**src/rtl/tf_params.svh**
```systemverilog
// constants for the pseudowire control word, rtp and oam framer
`ifndef TF_PARAMS_SVH
`define TF_PARAMS_SVH
// ****************************************
// protocol values
// ****************************************
`define TF_NH_L2TP     8'h73
`define TF_NH_UDP      8'h11
`define TF_OAM_NIB     4'h1
`define TF_MT_QUERY    8'h00
`define TF_MT_REPLY    8'h08
`define TF_MC_ZERO     8'h00
`define TF_MC_ONE      8'h01
`define TF_RTP_VER     2'h2
`define TF_PT_DYN_LO   7'h60
`define TF_LEN_LIMIT   9'h040
`define TF_CW_BYTES    9'h004
`define TF_RTP_BYTES   9'h00C
`define TF_OAM_LEN     6'h10
`define TF_OAM_LEN_TS  6'h1C
`define TF_LFSR_SEED   16'hACE1
// ****************************************
// timing
// ****************************************
`define TF_CLK_NS      40
`define TF_RES_FINE_NS 1000
`define TF_RES_CRSE_NS 100000
`define TF_FINE_CYC    (`TF_RES_FINE_NS / `TF_CLK_NS)
`define TF_CRSE_CYC    (`TF_RES_CRSE_NS / `TF_CLK_NS)
// ****************************************
// register offsets
// ****************************************
`define TF_A_CTRL      8'h00
`define TF_A_RBIT      8'h04
`define TF_A_PT        8'h08
`define TF_A_SSRC      8'h0C
`define TF_A_CMD       8'h10
`define TF_A_BIDS      8'h14
`define TF_A_OAMID     8'h18
`define TF_A_SVC       8'h1C
`define TF_A_STAT      8'h20
`define TF_A_RXSTAT    8'h24
// ****************************************
// control register fields
// ****************************************
`define TF_C_LOSS      0
`define TF_C_M_LO      1
`define TF_C_RTP       3
`define TF_C_DIFF      4
`define TF_C_UDP       5
`define TF_C_L2V6      6
`define TF_C_FINE      7
`define TF_C_DELAY     8
`define TF_C_HM_LO     9
`define TF_C_CAS       11
`endif

```
**src/rtl/tf_pkg.sv**
```systemverilog
// types shared by both ends of the framer link
package tf_pkg;
	// device transmit sequencer
	typedef enum logic [2:0] {
		TX_IDLE = 3'b000,
		TX_CW   = 3'b001,
		TX_RTP  = 3'b010,
		TX_PAY  = 3'b011,
		TX_OAM  = 3'b100
	} tf_txst_t;
	// far end reply sequencer
	typedef enum logic [1:0] {
		FR_IDLE = 2'b00,
		FR_CW   = 2'b01,
		FR_BODY = 2'b10
	} tf_frst_t;
	// hdlc sequence behaviour
	typedef enum logic [1:0] {
		HS_ZERO = 2'b00,
		HS_WRAP = 2'b01,
		HS_SKIP = 2'b10
	} tf_hseq_t;
endpackage

```
**src/rtl/tf_link_if.sv**
```systemverilog
// packet link between the framer and the remote gateway
`timescale 1ns/10ps
`default_nettype none
interface tf_link_if;
	logic [31:0] d2f_data;  // word towards the far end
	logic        d2f_valid; // word present
	logic        d2f_sop;   // first word of packet
	logic        d2f_eop;   // last word of packet
	logic [15:0] d2f_bid;   // bundle identifier, valid with sop
	logic [7:0]  d2f_nh;    // ip next header, valid with sop
	logic [31:0] f2d_data;  // word towards the device
	logic        f2d_valid;
	logic        f2d_sop;
	logic        f2d_eop;
	logic [15:0] f2d_bid;
	modport dev (output d2f_data, d2f_valid, d2f_sop, d2f_eop, d2f_bid, d2f_nh,
		input f2d_data, f2d_valid, f2d_sop, f2d_eop, f2d_bid);
	modport far (input d2f_data, d2f_valid, d2f_sop, d2f_eop, d2f_bid, d2f_nh,
		output f2d_data, f2d_valid, f2d_sop, f2d_eop, f2d_bid);
endinterface
`default_nettype wire

```
**src/rtl/tf_dev_framer.sv**
```systemverilog
// device end: control word, rtp and oam framer with ahb-lite registers
// Operation
// - l2tpv3 over ipv6 uses next header 0x73
// - software loss flag copied into l bit
// - r bit from per-bundle remote failure
// - m field from defect modifier setting
// - cas fragmentation codes 00 01 10 11
// - length only below 64, not udp
// - per-bundle sequence, random start, wraps
// - hdlc sequence: zero, wrap, skip zero
// - oam query increments, reply echoes sequence
// - rtp version 2, other flags zero
// - rtp sequence equals control word sequence
// - payload type from dynamic range
// - absolute timestamp ticks every 125 us
// - differential timestamp from common reference
// - ssrc chosen randomly by software
// - receive nibble 0001 diverted as oam
// - udp oam uses reserved oam identifier
// - oam carries l r m, bundle ids
// - oam type 0 query, 8 reply
// - oam codes validate or mismatch
// - service word zero or aal1 counts
// - oam timestamps only when measuring delay
`include "tf_params.svh"
`timescale 1ns/10ps
`default_nettype none
module tf_dev_framer #(
	parameter int NB = 4 // bundles
) (
	input  wire logic        hclk,
	input  wire logic        hresetn,
	input  wire logic        hsel,
	input  wire logic [31:0] haddr,
	input  wire logic [1:0]  htrans,
	input  wire logic        hwrite,
	input  wire logic [2:0]  hsize,
	input  wire logic [31:0] hwdata,
	input  wire logic        hready,
	output logic      [31:0] hrdata,
	output logic             hreadyout,
	output logic             hresp,
	input  wire logic        tdm_frame, // 8 khz frame sync of the tdm port
	input  wire logic        cmn_tick,  // common reference tick
	tf_link_if.dev           lk
);
	import tf_pkg::*;
	localparam int BW = (NB > 1) ? $clog2(NB) : 1;
	// ****************************************
	// elaboration check
	// ****************************************
	// command bit 2 is the oam flag, so the bundle field may use two bits at most
	if (NB < 1 || NB > 4) begin : g_chk
		$error("tf_dev_framer: NB must be 1 to 4");
	end
	// ****************************************
	// registers and state
	// ****************************************
	logic [31:0]   ctrl_q;            // control bits
	logic [NB-1:0] rbit_q, hdlc_q;    // per bundle r bit and hdlc flag
	logic [6:0]    pt_q;              // rtp payload type
	logic [31:0]   ssrc_q, bids_q;    // ssrc, oam bundle ids
	logic [15:0]   oamid_q, svc_q;    // oam identifier, service word
	logic          ap_wr_q;           // write data phase pending
	logic [7:0]    ap_addr_q;         // latched address
	logic          go_q;              // command pulse
	logic [31:0]   cmd_q;             // latched command
	logic [15:0]   lfsr_q;            // free running random source
	logic [15:0]   seq_q [NB];        // per bundle sequence
	logic [NB-1:0] seeded_q;          // bundle has sent a data packet
	logic [15:0]   oseq_q, cseq_q;    // oam sequence, current sequence
	logic [31:0]   rts_q, ots_q;      // rtp and oam timestamps
	logic [11:0]   pre_q;             // oam timestamp prescaler
	tf_txst_t      st_q;              // transmit state
	logic [2:0]    wi_q;              // word index in state
	logic [5:0]    nw_q, pw_q;        // payload words, payload counter
	logic [2:0]    rx_i_q;            // receive word index
	logic          rx_oam_q;          // receiving an oam packet
	logic [15:0]   rx_seq_q, rep_seq_q;
	logic          rx_l_q, rx_r_q, rep_got_q;
	logic [7:0]    rep_code_q, vccv_q;
	logic          busy;
	logic [BW-1:0] cb;                // bundle of the command
	logic [15:0]   seq_d;
	logic [8:0]    tot;
	logic [5:0]    len_d;
	logic [31:0]   rd_d;
	wire ap = hsel & htrans[1] & hready;
	wire [1:0] mfld = ctrl_q[`TF_C_M_LO+:2];
	assign busy = (st_q != TX_IDLE);
	assign cb   = cmd_q[BW-1:0];
	// ****************************************
	// ahb-lite slave
	// ****************************************
	// address phase capture, zero wait states
	always_ff @(posedge hclk or negedge hresetn) begin
		if (!hresetn) begin
			ap_wr_q   <= 1'b0;
			ap_addr_q <= 8'h00;
			hreadyout <= 1'b1;
			hresp     <= 1'b0;
		end else begin
			ap_wr_q   <= ap & hwrite;
			ap_addr_q <= haddr[7:0];
			hreadyout <= 1'b1;
			hresp     <= 1'b0;
		end
	end
	// read mux, unmapped reads give zero
	always_comb begin
		unique case (haddr[7:0])
			`TF_A_CTRL:   rd_d = ctrl_q;
			`TF_A_RBIT:   rd_d = {16'h0000, 16'(hdlc_q) << 8 | 16'(rbit_q)};
			`TF_A_PT:     rd_d = {25'h0000000, pt_q};
			`TF_A_SSRC:   rd_d = ssrc_q;
			`TF_A_CMD:    rd_d = cmd_q;
			`TF_A_BIDS:   rd_d = bids_q;
			`TF_A_OAMID:  rd_d = {16'h0000, oamid_q};
			`TF_A_SVC:    rd_d = {16'h0000, svc_q};
			`TF_A_STAT:   rd_d = {rep_seq_q, rep_code_q, 6'h00, rep_got_q, busy};
			`TF_A_RXSTAT: rd_d = {vccv_q, 6'h00, rx_r_q, rx_l_q, rx_seq_q};
			default:      rd_d = 32'h0000_0000;
		endcase
	end
	// read data registered in the address phase
	always_ff @(posedge hclk or negedge hresetn) begin
		if (!hresetn) hrdata <= 32'h0000_0000;
		else if (ap && !hwrite) hrdata <= rd_d;
	end
	// configuration writes in the data phase
	always_ff @(posedge hclk or negedge hresetn) begin
		if (!hresetn) begin
			ctrl_q  <= 32'h0000_0000;
			rbit_q  <= '0;
			hdlc_q  <= '0;
			pt_q    <= `TF_PT_DYN_LO;
			ssrc_q  <= 32'h0000_0000;
			bids_q  <= 32'h0000_0000;
			oamid_q <= 16'hFFFF;
			svc_q   <= 16'h0000;
		end else if (ap_wr_q) begin
			unique case (ap_addr_q)
				`TF_A_CTRL: ctrl_q <= hwdata;
				`TF_A_RBIT: begin
					rbit_q <= hwdata[NB-1:0];
					hdlc_q <= hwdata[8+:NB];
				end
				// values outside the dynamic range are refused
				`TF_A_PT:    if (hwdata[6:5] == 2'b11) pt_q <= hwdata[6:0];
				`TF_A_SSRC:  ssrc_q <= hwdata;
				`TF_A_BIDS:  bids_q <= hwdata;
				`TF_A_OAMID: oamid_q <= hwdata[15:0];
				`TF_A_SVC:   svc_q <= hwdata[15:0];
				default:     ;
			endcase
		end
	end
	// command write starts a packet when idle
	always_ff @(posedge hclk or negedge hresetn) begin
		if (!hresetn) begin
			go_q  <= 1'b0;
			cmd_q <= 32'h0000_0000;
		end else begin
			go_q <= ap_wr_q && ap_addr_q == `TF_A_CMD && !busy && !go_q;
			if (ap_wr_q && ap_addr_q == `TF_A_CMD && !busy && !go_q) cmd_q <= hwdata;
		end
	end
	// ****************************************
	// sequence numbers and timestamps
	// ****************************************
	// random start value source
	always_ff @(posedge hclk or negedge hresetn) begin
		if (!hresetn) lfsr_q <= `TF_LFSR_SEED;
		else lfsr_q <= {lfsr_q[14:0], lfsr_q[15] ^ lfsr_q[13] ^ lfsr_q[12] ^ lfsr_q[10]};
	end
	// next data sequence for the commanded bundle
	always_comb begin
		seq_d = seeded_q[cb] ? seq_q[cb] + 16'h0001 : lfsr_q;
		if (hdlc_q[cb]) begin
			unique case (tf_hseq_t'(ctrl_q[`TF_C_HM_LO+:2]))
				HS_ZERO: seq_d = 16'h0000;
				HS_SKIP: if (seq_d == 16'h0000) seq_d = 16'h0001;
				default: ;
			endcase
		end
	end
	// per bundle counters advance on each data packet
	always_ff @(posedge hclk or negedge hresetn) begin
		if (!hresetn) begin
			seeded_q <= '0;
			oseq_q   <= 16'h0000;
			cseq_q   <= 16'h0000;
			for (int i = 0; i < NB; i++) seq_q[i] <= 16'h0000;
		end else if (go_q) begin
			if (cmd_q[2]) begin
				oseq_q <= oseq_q + 16'h0001;
				cseq_q <= oseq_q + 16'h0001;
			end else begin
				seq_q[cb]    <= seq_d;
				seeded_q[cb] <= 1'b1;
				cseq_q       <= seq_d;
			end
		end
	end
	// rtp timestamp: tdm frames or common reference ticks
	always_ff @(posedge hclk or negedge hresetn) begin
		if (!hresetn) rts_q <= 32'h0000_0000;
		else if (ctrl_q[`TF_C_DIFF] ? cmn_tick : tdm_frame) rts_q <= rts_q + 32'h0000_0001;
	end
	// oam timestamp at 1 us or 100 us resolution
	always_ff @(posedge hclk or negedge hresetn) begin
		if (!hresetn) begin
			pre_q <= 12'h000;
			ots_q <= 32'h0000_0000;
		end else if (pre_q >= (ctrl_q[`TF_C_FINE] ? 12'(`TF_FINE_CYC - 1) : 12'(`TF_CRSE_CYC - 1))) begin
			pre_q <= 12'h000;
			ots_q <= ots_q + 32'h0000_0001;
		end else pre_q <= pre_q + 12'h001;
	end
	// ****************************************
	// transmit sequencer
	// ****************************************
	// byte count of control word, payload and rtp header
	always_comb begin
		tot   = `TF_CW_BYTES + {1'b0, cmd_q[15:8]} + (ctrl_q[`TF_C_RTP] ? `TF_RTP_BYTES : 9'h000);
		len_d = (tot < `TF_LEN_LIMIT && !ctrl_q[`TF_C_UDP]) ? tot[5:0] : 6'h00;
	end
	// one word per cycle from command to end of packet
	always_ff @(posedge hclk or negedge hresetn) begin
		if (!hresetn) begin
			st_q         <= TX_IDLE;
			wi_q         <= 3'h0;
			nw_q         <= 6'h00;
			pw_q         <= 6'h00;
			lk.d2f_data  <= 32'h0000_0000;
			lk.d2f_valid <= 1'b0;
			lk.d2f_sop   <= 1'b0;
			lk.d2f_eop   <= 1'b0;
			lk.d2f_bid   <= 16'h0000;
			lk.d2f_nh    <= 8'h00;
		end else begin
			lk.d2f_valid <= 1'b0;
			lk.d2f_sop   <= 1'b0;
			lk.d2f_eop   <= 1'b0;
			wi_q         <= wi_q + 3'h1;
			unique case (st_q)
				TX_IDLE: begin
					wi_q <= 3'h0;
					nw_q <= (cmd_q[15:10] == 6'h00) ? 6'h01 : cmd_q[15:10] + 6'(cmd_q[9:8] != 2'b00);
					if (go_q) st_q <= TX_CW;
				end
				TX_CW: begin
					lk.d2f_valid <= 1'b1;
					lk.d2f_sop   <= 1'b1;
					lk.d2f_nh    <= ctrl_q[`TF_C_L2V6] ? `TF_NH_L2TP : `TF_NH_UDP;
					lk.d2f_bid   <= cmd_q[2] ? oamid_q : 16'(cb);
					// r follows the bundle under test; l and m come from the control register
					lk.d2f_data  <= {4'h0, ctrl_q[`TF_C_LOSS], rbit_q[cb], mfld,
						cmd_q[2] ? 2'b00 : (ctrl_q[`TF_C_CAS] ? cmd_q[4:3] : 2'b00),
						cmd_q[2] ? (ctrl_q[`TF_C_DELAY] ? `TF_OAM_LEN_TS : `TF_OAM_LEN) : len_d, cseq_q};
					wi_q <= 3'h0;
					pw_q <= 6'h00;
					st_q <= cmd_q[2] ? TX_OAM : (ctrl_q[`TF_C_RTP] ? TX_RTP : TX_PAY);
				end
				TX_RTP: begin
					lk.d2f_valid <= 1'b1;
					unique case (wi_q)
						3'h0:    lk.d2f_data <= {`TF_RTP_VER, 6'h00, 1'b0, pt_q, cseq_q};
						3'h1:    lk.d2f_data <= rts_q;
						default: lk.d2f_data <= ssrc_q;
					endcase
					if (wi_q == 3'h2) st_q <= TX_PAY;
				end
				TX_PAY: begin
					// stand-in payload: bundle and word count
					lk.d2f_valid <= 1'b1;
					lk.d2f_data  <= {16'(cb), 10'h000, pw_q};
					pw_q         <= pw_q + 6'h01;
					if (pw_q == nw_q - 6'h01) begin
						lk.d2f_eop <= 1'b1;
						st_q       <= TX_IDLE;
					end
				end
				TX_OAM: begin
					lk.d2f_valid <= 1'b1;
					unique case (wi_q)
						3'h0:    lk.d2f_data <= {`TF_MT_QUERY, 7'h00, cmd_q[16], svc_q};
						3'h1:    lk.d2f_data <= bids_q;
						3'h2:    lk.d2f_data <= ots_q;
						default: lk.d2f_data <= 32'h0000_0000;
					endcase
					if (wi_q == (ctrl_q[`TF_C_DELAY] ? 3'h4 : 3'h1)) begin
						lk.d2f_eop <= 1'b1;
						st_q       <= TX_IDLE;
					end
				end
				default: st_q <= TX_IDLE;
			endcase
		end
	end
	// ****************************************
	// receive classifier
	// ****************************************
	// oam replies and in-band oam are split from data
	always_ff @(posedge hclk or negedge hresetn) begin
		if (!hresetn) begin
			rx_i_q     <= 3'h0;
			rx_oam_q   <= 1'b0;
			rx_seq_q   <= 16'h0000;
			rx_l_q     <= 1'b0;
			rx_r_q     <= 1'b0;
			vccv_q     <= 8'h00;
			rep_seq_q  <= 16'h0000;
			rep_code_q <= 8'h00;
			rep_got_q  <= 1'b0;
		end else if (lk.f2d_valid) begin
			rx_i_q <= lk.f2d_sop ? 3'h1 : rx_i_q + 3'h1;
			if (lk.f2d_sop) begin
				rx_oam_q <= (lk.f2d_bid == oamid_q);
				if (lk.f2d_bid == oamid_q) rep_seq_q <= lk.f2d_data[15:0];
				else if (lk.f2d_data[31:28] == `TF_OAM_NIB) vccv_q <= vccv_q + 8'h01;
				else begin
					rx_seq_q <= lk.f2d_data[15:0];
					rx_l_q   <= lk.f2d_data[27];
					rx_r_q   <= lk.f2d_data[26];
				end
			end else if (rx_oam_q && rx_i_q == 3'h1 && lk.f2d_data[31:24] == `TF_MT_REPLY) begin
				rep_code_q <= lk.f2d_data[23:16];
				rep_got_q  <= 1'b1;
			end
		end
	end
endmodule
`default_nettype wire

```
**src/flat_wrapper.sv**
```systemverilog
// flat-port wrapper written by rule: the top's interface ports become plain ports
module tf_dev_framer_flat import tf_pkg::*;
#(
	parameter int NB = 4           
)
  (hclk, hresetn, hsel, haddr, htrans, hwrite, hsize, hwdata, hready, hrdata, hreadyout, hresp, tdm_frame, cmn_tick, lk_d2f_data, lk_d2f_valid, lk_d2f_sop, lk_d2f_eop, lk_d2f_bid, lk_d2f_nh, lk_f2d_data, lk_f2d_valid, lk_f2d_sop, lk_f2d_eop, lk_f2d_bid);
  tf_link_if lk_i ();
  input  wire logic hclk;
  input  wire logic hresetn;
  input  wire logic hsel;
  input  wire logic [31:0] haddr;
  input  wire logic [1:0] htrans;
  input  wire logic hwrite;
  input  wire logic [2:0] hsize;
  input  wire logic [31:0] hwdata;
  input  wire logic hready;
  output logic      [31:0] hrdata;
  output logic hreadyout;
  output logic hresp;
  input  wire logic tdm_frame;
  input  wire logic cmn_tick;
  output wire logic [$bits(lk_i.d2f_data)-1:0] lk_d2f_data;
  output wire logic [$bits(lk_i.d2f_valid)-1:0] lk_d2f_valid;
  output wire logic [$bits(lk_i.d2f_sop)-1:0] lk_d2f_sop;
  output wire logic [$bits(lk_i.d2f_eop)-1:0] lk_d2f_eop;
  output wire logic [$bits(lk_i.d2f_bid)-1:0] lk_d2f_bid;
  output wire logic [$bits(lk_i.d2f_nh)-1:0] lk_d2f_nh;
  input wire logic [$bits(lk_i.f2d_data)-1:0] lk_f2d_data;
  input wire logic [$bits(lk_i.f2d_valid)-1:0] lk_f2d_valid;
  input wire logic [$bits(lk_i.f2d_sop)-1:0] lk_f2d_sop;
  input wire logic [$bits(lk_i.f2d_eop)-1:0] lk_f2d_eop;
  input wire logic [$bits(lk_i.f2d_bid)-1:0] lk_f2d_bid;
  assign lk_d2f_data = lk_i.d2f_data;
  assign lk_d2f_valid = lk_i.d2f_valid;
  assign lk_d2f_sop = lk_i.d2f_sop;
  assign lk_d2f_eop = lk_i.d2f_eop;
  assign lk_d2f_bid = lk_i.d2f_bid;
  assign lk_d2f_nh = lk_i.d2f_nh;
  assign lk_i.f2d_data = lk_f2d_data;
  assign lk_i.f2d_valid = lk_f2d_valid;
  assign lk_i.f2d_sop = lk_f2d_sop;
  assign lk_i.f2d_eop = lk_f2d_eop;
  assign lk_i.f2d_bid = lk_f2d_bid;
  tf_dev_framer #(.NB(NB)) u_core (.hclk(hclk), .hresetn(hresetn), .hsel(hsel), .haddr(haddr), .htrans(htrans), .hwrite(hwrite), .hsize(hsize), .hwdata(hwdata), .hready(hready), .hrdata(hrdata), .hreadyout(hreadyout), .hresp(hresp), .tdm_frame(tdm_frame), .cmn_tick(cmn_tick), .lk(lk_i));
endmodule
```
**config.mk**
```make
export PLATFORM = sky130hd
export DESIGN_NAME = tf_dev_framer_flat
export DESIGN_NICKNAME = d
export VERILOG_FILES = /design/src/rtl/tf_pkg.sv /design/src/rtl/tf_link_if.sv /design/src/rtl/tf_dev_framer.sv /design/src/flat_wrapper.sv
export VERILOG_INCLUDE_DIRS = /design/src /design/src/rtl
export SDC_FILE = /design/constraint.sdc
export NUM_CORES = 1
export LEC_CHECK = 0
export BUFFER_PORTS_ARGS = -buffer_cell sky130_fd_sc_hd__buf_2
export CAP_MARGIN = 20
export CORE_AREA = 2 2 225 227
export DETAILED_ROUTE_END_ITERATION = 16
export DIE_AREA = 0 0 227 229
export PLACE_DENSITY_LB_ADDON = 0.1
export REMOVE_ABC_BUFFERS = 1
export SYNTH_ARGS = -nofsm -noshare
export SYNTH_HDL_FRONTEND = slang
export SYNTH_SLANG_ARGS = --single-unit
```
**constraint.sdc**
```tcl
create_clock -name hclk -period 3.85 [get_ports hclk]
set_clock_uncertainty 0.1 [all_clocks]
set_input_delay 0.1925 -clock hclk [delete_from_list [all_inputs] [get_ports hclk]]
set_output_delay 0.1925 -clock hclk [all_outputs]
set_load 0.01 [all_outputs]
```
==> key figures, run 1 <==
Status
  – Outcome: finished clean

Setup path
  – Largest fanout on the critical path: 11
  – Setup Crit Path Kind: reg2reg
  – Arrival time of data at the critical path endpoint: 4070 ps
  – CP startpoint kind: flop
  – Kind of end point of the critical path: flop
  – CP Data Required Time: 4230 ps

Finish
  – Commonest non-fill, non-tap cells in the layout: dfrtp_1 (508), nand2_1 (360), mux2_2 (193)
  – Antenna diode count: 0
  – P&R area growth vs syn: 18.7%
  – Final net count: 2744
  – Area of all sequential standard cells: 0.0134 mm2
  – Layout cells sized above 1: 23.4%
  – Final standard cell area without fillers: 0.0297 mm2
  – Most common cell after layout, fill and taps aside: dfrtp_1
  – Fillers: 4267
  – Area taken by multi-input logic gates: 0.0110 mm2

Synthesis
  – Sequential element share of the synthesized area: 53.6%
  – Number of enable-type register cells in the synthesized netlist: 0
  – Synth unique cells: 65
  – Area leader, netlist: dfrtp_1
  – Synth warn: 0
  – Proportion of register bits with asynchronous set or reset after synthesis: 100%
  – Number of standard cells after synthesis: 2326
  – Dominant cells by area after synthesis: dfrtp_1 (51%), mux2_2 (8.7%), nand2_1 (5.4%)
  – Synth Area per Inst: 10.8 um2
  – Share of Yosys cell area claimed by the top area cell type: 50.9%
  – Flops & latches, synth: 535
  – Area of the mapped netlist: 0.0250 mm2
  – Top FF cell, synth: dfrtp_1

Global routing
  – Pin count of the biggest net entering global routing: 109
  – Total Routing Usage GR: 31.3%
  – Global-route wire length before repair: 123000 um
  – Grt met1 use: 45.4%
  – Antenna violations before repair: 0
  – Grt met2 use: 47.1%
  – Met3 usage in global routing: 5.98%
  – Overall overflow remaining after global route: 0
  – Number of global-route vias before repair: 20200
  – GRT Max-Usage Layer: met2

Timing
  – Final count of pins violating max slew: 0
  – Share of the clock period used by the worst path: 95.9%
  – RSZ-0062 raised after global routing: no
  – Worst slew margin relative to its limit: 37.5%
  – Final worst path period need: 3690 ps
  – Worst hold margin: 100 ps
  – Highest clock rate: 0.271 GHz
  – Count of endpoints failing hold in the final timing report: 0
  – Slew at the pin closest to its max-slew limit: 937 ps
  – Count of final setup violators: 0

Floorplanning
  – Number of rows in the core area: 82
  – Total I/O pin count: 220
  – Initial core utilization: 50.4%
  – Vert. Die Dim: 229 um
  – Die outline area: 0.0520 mm2
  – Die X-Extent: 227 um
  – Area of the core: 0.0497 mm2

CTS
  – Number of H-tree branching levels: 2
  – CTS tree: yes
  – Number of clock buffers inserted by TritonCTS: 57
  – Register clock-pin slew on the reported worst setup and hold paths: 60 ps
  – Cell at the root of the clock tree: clkbuf_16
  – Clock net sink count: 535
  – Number of buffers between clock root and the deepest sink: 3
  – Worst-Skew Late Latency: 630 ps

Detailed routing
  – Violation count after the first detailed-route iteration: 1983
  – WL per Instance: 24.1 um
  – DRT Wirelength: 79800 um
  – Total via count in the routed design: 20000
  – Routed Antenna Nets: 0
  – DR vias/cell: 6.04
  – DR DRC count: 0
  – DRT Pass-1 Iters: 7

Power and ir drop
  – Sw Share: 28.0%
  – Relative contribution of combinational cells to total power: 14.4%
  – Leak Pwr: 13.6 nW
  – Pwr dens: 474 mW/mm2
  – Net switching power figure: 3.95 mW
  – Cell Int Power: 10.1 mW
  – Max rail drop VDD: 340 uV
  – Proportion of power drawn by the clock network: 40.2%
  – Share of total power in sequential cells: 45.4%

Job
  – Number of maximum-capacitance violations: 0

Placed design
  – Standard cell area after detailed placement: 0.0270 mm2
  – Final weighted congestion in routability-driven placement: 0.895
  – Sum of net half-perimeters after detailed placement: 54800 um
  – Number of port buffers: 185

Min path
  – Hold crit path type: in2reg
worst max-delay path: stages, from the launching register on:
cell and delay (ps):
dfrtp_2 410, mux4_2 530, ha_1 320, mux2_4 260, or4_1 500, nor4_1 290, or4b_1 500, o21a_2 330
nand2_1 160, o21ai_0 130
power by group through the flow:
stage / sequential (mW) / combinational, mW / clock, mW
finish: 6.39 / 2.03 / 5.66
global route: 6.43 / 2.21 / 6.00
CTS: 6.39 / 2.02 / 5.76
detailed placement: 6.48 / 1.95 / 0
global placement: 6.47 / 1.91 / 0
floorplan: 6.44 / 0.915 / 0
path summary, 6_finish.rpt:
kind | startpoint | endpoint | slack [ps] | depth (start not counted)
max | u_core.cmd_q[0] | u_core.seq_q[35] | 160 | 9
min | lk_f2d_data[31] | u_core.vccv_q[0] | 100 | 4
max reg2reg | u_core.cmd_q[0] | u_core.seq_q[35] | 160 | 9
min reg2reg | u_core.lfsr_q[6] | u_core.lfsr_q[7] | 270 | 0
max in group asynchronous | hresetn | u_core.oamid_q[1] | 2440 | 3
min in group asynchronous | hresetn | u_core.pre_q[7] | 180 | 2
kinds of logic after synthesis:
group                      count (synthesis)  share of synthesized area, %
and+or+nand+nor                          712                          12.8
DFF                                      535                          53.6
AOI/OAI and AO/OA                        498                          13.1
muxes                                    222                          10.8
buffers and inverters                    176                          2.84
xor gates and xnor gates                 152                          5.32
adders and majority gates                 29                          1.48
other                                      2                        0.0300
metal layers:
metal / part of all wire (%) / up-vias
li1: - / 8824
met5: 0 / -
met3: 8.3 / 162
met4: 3.5 / 0
met2: 45 / 901
met1: 44 / 10100
cells in the mapped netlist, types with 5 or more instances:
cell type  instances
a211oi_1           5
mux2i_1            9
ha_1              28
buf_1             14
and3_1            26
a21oi_1           91
a21o_1            21
or2_2              9
buf_2              5
xor2_1            73
dfrtp_1          509
clkbuf_1         113
a221oi_1          31
nand4_1           24
dfstp_2           26
mux2_2           193
nor2b_1           14
a22o_1            28
nand2b_1          17
nor3_1            33
mux4_2            19
a22oi_1          111
o21ai_1            9
a31oi_1           17
o221ai_1          13
or4_1              7
nor2_1           103
buf_4              8
inv_1             32
nand3b_1           5
o22ai_1           10
nand3_1           81
o21ai_0          125
nand2_1          360
a222oi_1          13
nor4_1            12
xnor2_1           79
or3_1              6
stage by stage:
stage          power, mW  utilization (%)  setup TNS [ps]  setup WS, ps  cells
2_1_floorplan       7.36                -          -58290         -1610   2187
4_1_cts             14.2             59.8               0          4.40   3307
3_3_place_gp        8.38             54.4               0          61.0   3123
6_report            14.1             59.8               0           158   3308
3_5_place_dp        8.43             54.4               0          39.1   3124
5_1_grt             14.6             59.8               0          20.9   3308
layout make-up:
| cell class | count | share of cell area [%] |
|---|---|---|
| clock buffers | 95 | 5.79 |
| clock inverters | 12 | 0.661 |
| inverters | 34 | 0.430 |
| multi-input cells | 1618 | 37.0 |
| flip-flops and latches | 535 | 45.2 |
| well taps | 672 | 2.83 |
| repair buffers | 342 | 8.13 |
repair_timing:
item	in CTS	in global routing
gates resized for setup	0	3
setup endpoints to repair	0	32
hold buffers	76	0
endpoints found under the hold margin	329	0
setup buffers	0	0
flip-flops by register name, indices dropped and copies added (netlist names), 7 cells and up:
| name | flops |
|---|---|
| u_core.rep_code_q | 8 |
| u_core.rep_seq_q | 16 |
| u_core.rts_q | 32 |
| u_core.rx_seq_q | 16 |
| u_core.ots_q | 32 |
| u_core.svc_q | 16 |
| u_core.lk.d2f_bid | 16 |
| u_core.ctrl_q | 32 |
| u_core.pt_q | 7 |
| u_core.ssrc_q | 32 |
| u_core.hrdata | 32 |
| u_core.lfsr_q | 16 |
| u_core.oamid_q | 16 |
| u_core.cseq_q | 16 |
| u_core.pre_q | 12 |
| u_core.seq_q | 64 |
| u_core.vccv_q | 8 |
| u_core.oseq_q | 16 |
| u_core.bids_q | 32 |
| u_core.lk.d2f_data | 32 |
| u_core.cmd_q | 32 |
| u_core.ap_addr_q | 8 |
(Power assumes the default switching activity.)
==> run 2: changes to the inputs <==
--- a/config.mk
+++ b/config.mk
@@ -13,6 +13,7 @@
 export DIE_AREA = 0 0 227 229
 export PLACE_DENSITY_LB_ADDON = 0.1
 export REMOVE_ABC_BUFFERS = 1
+export SETUP_SLACK_MARGIN = 0.3
 export SYNTH_ARGS = -nofsm -noshare
 export SYNTH_HDL_FRONTEND = slang
 export SYNTH_SLANG_ARGS = --single-unit
==> run 2 against run 1 <==
Effect of this change: clock power barely moved; via count decreased by 0.64%; total power hardly changed; register-to-register slack better by 230 ps; die area stayed put; sequential share of layout area fell by 0.20 points; first-iteration DRC count decreased by 0.40%; critical path type unchanged; largest power group unchanged.
==> key figures, run 2 (same netlist as run 1, synthesis figures left out) <==
Global routing
  – Grt met2 use: 47.2% (+0.096 points)
  – Number of global-route vias before repair: 20200 (+0.035%)
  – Met3 usage in global routing: 5.98% (unchanged)
  – Total Routing Usage GR: 31.3% (+0.050 points)
  – Grt met1 use: 45.5% (+0.069 points)
  – GRT Max-Usage Layer: met2
  – Overall overflow remaining after global route: 0 (unchanged)
  – Antenna violations before repair: 0 (unchanged)
  – Pin count of the biggest net entering global routing: 109 (unchanged)
  – Global-route wire length before repair: 123000 um (+0.16%)

CTS
  – Number of clock buffers inserted by TritonCTS: 57 (unchanged)
  – Register clock-pin slew on the reported worst setup and hold paths: 60 ps (about the same)
  – CTS tree: yes
  – Number of H-tree branching levels: 2 (unchanged)
  – Worst-Skew Late Latency: 630 ps (about the same)
  – Cell at the root of the clock tree: clkbuf_16
  – Clock net sink count: 535 (unchanged)
  – Number of buffers between clock root and the deepest sink: 3 (unchanged)

Setup path
  – CP startpoint kind: flop
  – Setup Crit Path Kind: reg2reg
  – Arrival time of data at the critical path endpoint: 3900 ps (-170 ps)
  – R2R depth: 9 (unchanged)
  – Register-to-register setup slack: 390 ps (+230 ps)
  – R2R Path End: u_core.seq_q[48]
  – CP Data Required Time: 4290 ps (+60 ps)
  – Kind of end point of the critical path: flop
  – Critical R2R Launch: u_core.cmd_q[0]
  – Largest fanout on the critical path: 4 (-7)

Finish
  – P&R area growth vs syn: 19.2%
  – Layout cells sized above 1: 24.2% (+0.71 points)
  – Commonest non-fill, non-tap cells in the layout: dfrtp_1 (508), nand2_1 (355), mux2_2 (193)
  – Post-layout util: 60.1% (+0.27 points)
  – Most common cell after layout, fill and taps aside: dfrtp_1
  – Final net count: 2745 (+0.036%)
  – Antenna diode count: 0 (unchanged)
  – Register name with the most flops: u_core.seq_q
  – Fillers: 4255 (-0.28%)
  – Number of flip-flops in the largest register: 64 (unchanged)

Floorplanning
  – Vert. Die Dim: 229 um (unchanged)
  – Number of rows in the core area: 82 (unchanged)
  – Die X-Extent: 227 um (unchanged)
  – Area of the core: 0.0497 mm2 (unchanged)
  – Total I/O pin count: 220 (unchanged)
  – Die outline area: 0.0520 mm2 (unchanged)
  – Initial core utilization: 50.4% (unchanged)

Timing
  – Worst slew margin relative to its limit: 37.7% (+0.13 points)
  – RSZ-0062 raised after global routing: no
  – Slew at the pin closest to its max-slew limit: 933 ps (-4.26 ps)
  – Final count of pins violating max slew: 0 (unchanged)
  – Count of endpoints failing hold in the final timing report: 0 (unchanged)
  – Count of final setup violators: 0 (unchanged)
  – Setup total negative slack: 0 ps (unchanged)
  – Share of the clock period used by the worst path: 89.8% (-6.1 points)
  – Final worst path period need: 3460 ps (-234 ps)
  – Highest clock rate: 0.289 GHz (+6.8%)

Detailed routing
  – WL per Instance: 24.2 um (+0.44%)
  – Total via count in the routed design: 19900 (-0.64%)
  – DRT Wirelength: 80200 um (+0.47%)
  – DRT Pass-1 Iters: 5 (-2)
  – DR vias/cell: 6.00 (-0.67%)
  – Violation count after the first detailed-route iteration: 1975 (-0.40%)
  – Routed Antenna Nets: 0 (unchanged)
  – DR DRC count: 0 (unchanged)

Power and ir drop
  – Relative contribution of combinational cells to total power: 14.4% (about the same)
  – Proportion of power drawn by the clock network: 40.2% (about the same)
  – Leak Pwr: 13.7 nW (+0.26%)
  – Cell Int Power: 10.1 mW (about the same)
  – Share of total power in sequential cells: 45.4% (about the same)
  – Pwr dens: 472 mW/mm2 (-0.46%)
  – Sw Share: 28.0% (about the same)
  – Net switching power figure: 3.95 mW (about the same)
  – Max rail drop VDD: 339 uV (-0.40%)

Status
  – Outcome: finished clean

Job
  – Number of maximum-capacitance violations: 0 (unchanged)

Placed design
  – Final weighted congestion in routability-driven placement: 0.895 (unchanged)
  – Sum of net half-perimeters after detailed placement: 54800 um (unchanged)
  – Number of port buffers: 185 (unchanged)

Min path
  – Hold Crit Start: lk_f2d_data[31]
  – Endpoint of the worst hold path: u_core.vccv_q[0]
  – Hold Path Cell Cnt: 4 (unchanged)
  – Hold crit path type: in2reg
-- run 2: worst max-delay path, stage by stage, from the launching register on --
cell     delay, ps
dfrtp_2        420
mux4_2         570
ha_4           260
mux2_4         260
or4_1          520
nor4_2         160
or4b_4         530
o21ai_2        200
nand2_1        170
o21ai_1        180
-- run 2: power groups by stage --
stage                     Sequential (mW)  Clock (mW)  Combinational (mW)
after floorplan                      6.44           0               0.915
after global placement               6.47           0                1.91
after detailed placement             6.48           0                1.95
after CTS                            6.39        5.76                2.02
after global routing                 6.43        6.00                2.21
final                                6.39        5.66                2.03
-- run 2: metrics by stage --
stage               worst slack, ps  cell area, um2  hold slack, ps  instances  power, mW
floorplan                     -1610           24500            -203       2187       7.36
global placement               61.0           27000             227       3123       8.38
detailed placement             39.1           27000             229       3124       8.43
CTS                             333           29800            47.8       3308       14.2
global route                    305           29800            98.1       3309       14.6
finish                          391           29800            98.3       3309       14.1
-- run 2: per-layer routing --
metal / up-vias / wire length, um
met5: - / 0
met2: 825 / 35700
met3: 142 / 6580
met1: 10100 / 35200
met4: 0 / 2670
li1: 8830 / -
-- run 2: worst max-delay path by stage --
stage                    startpoint                endpoint  slack [ps]  depth (start not counted)
CTS                 u_core.cmd_q[0]        u_core.seq_q[35]         330                         12
detailed placement  u_core.cmd_q[0]        u_core.seq_q[51]          40                         10
finish              u_core.cmd_q[0]        u_core.seq_q[48]         390                          9
global route        u_core.cmd_q[0]        u_core.cseq_q[8]         310                          9
floorplan            u_core.wi_q[1]  u_core.lk.d2f_data[20]       -1610                          7
global placement    u_core.cmd_q[0]        u_core.seq_q[49]          60                          9
-- run 2: area by class of cell --
| class | instances | area (um2) | area share, % |
|---|---|---|---|
| clock buffer | 95 | 1720 | 5.76 |
| clock inverter | 12 | 196 | 0.658 |
| tap | 672 | 841 | 2.82 |
| sequential | 535 | 13400 | 45.0 |
| inverter | 34 | 128 | 0.428 |
| timing repair buffer | 342 | 2430 | 8.13 |
| multi-input combinational | 1619 | 11100 | 37.2 |
-- run 2: repair_timing --
| item | in CTS | in global routing |
|---|---|---|
| gates resized for setup | 14 | 16 |
| endpoints found under the hold margin | 329 | 0 |
| cloned | 1 | 0 |
| pin swaps | 2 | 0 |
| buffers inserted | 0 | 0 |
| endpoints found under the setup margin | 37 | 37 |
| hold buffers | 76 | 0 |
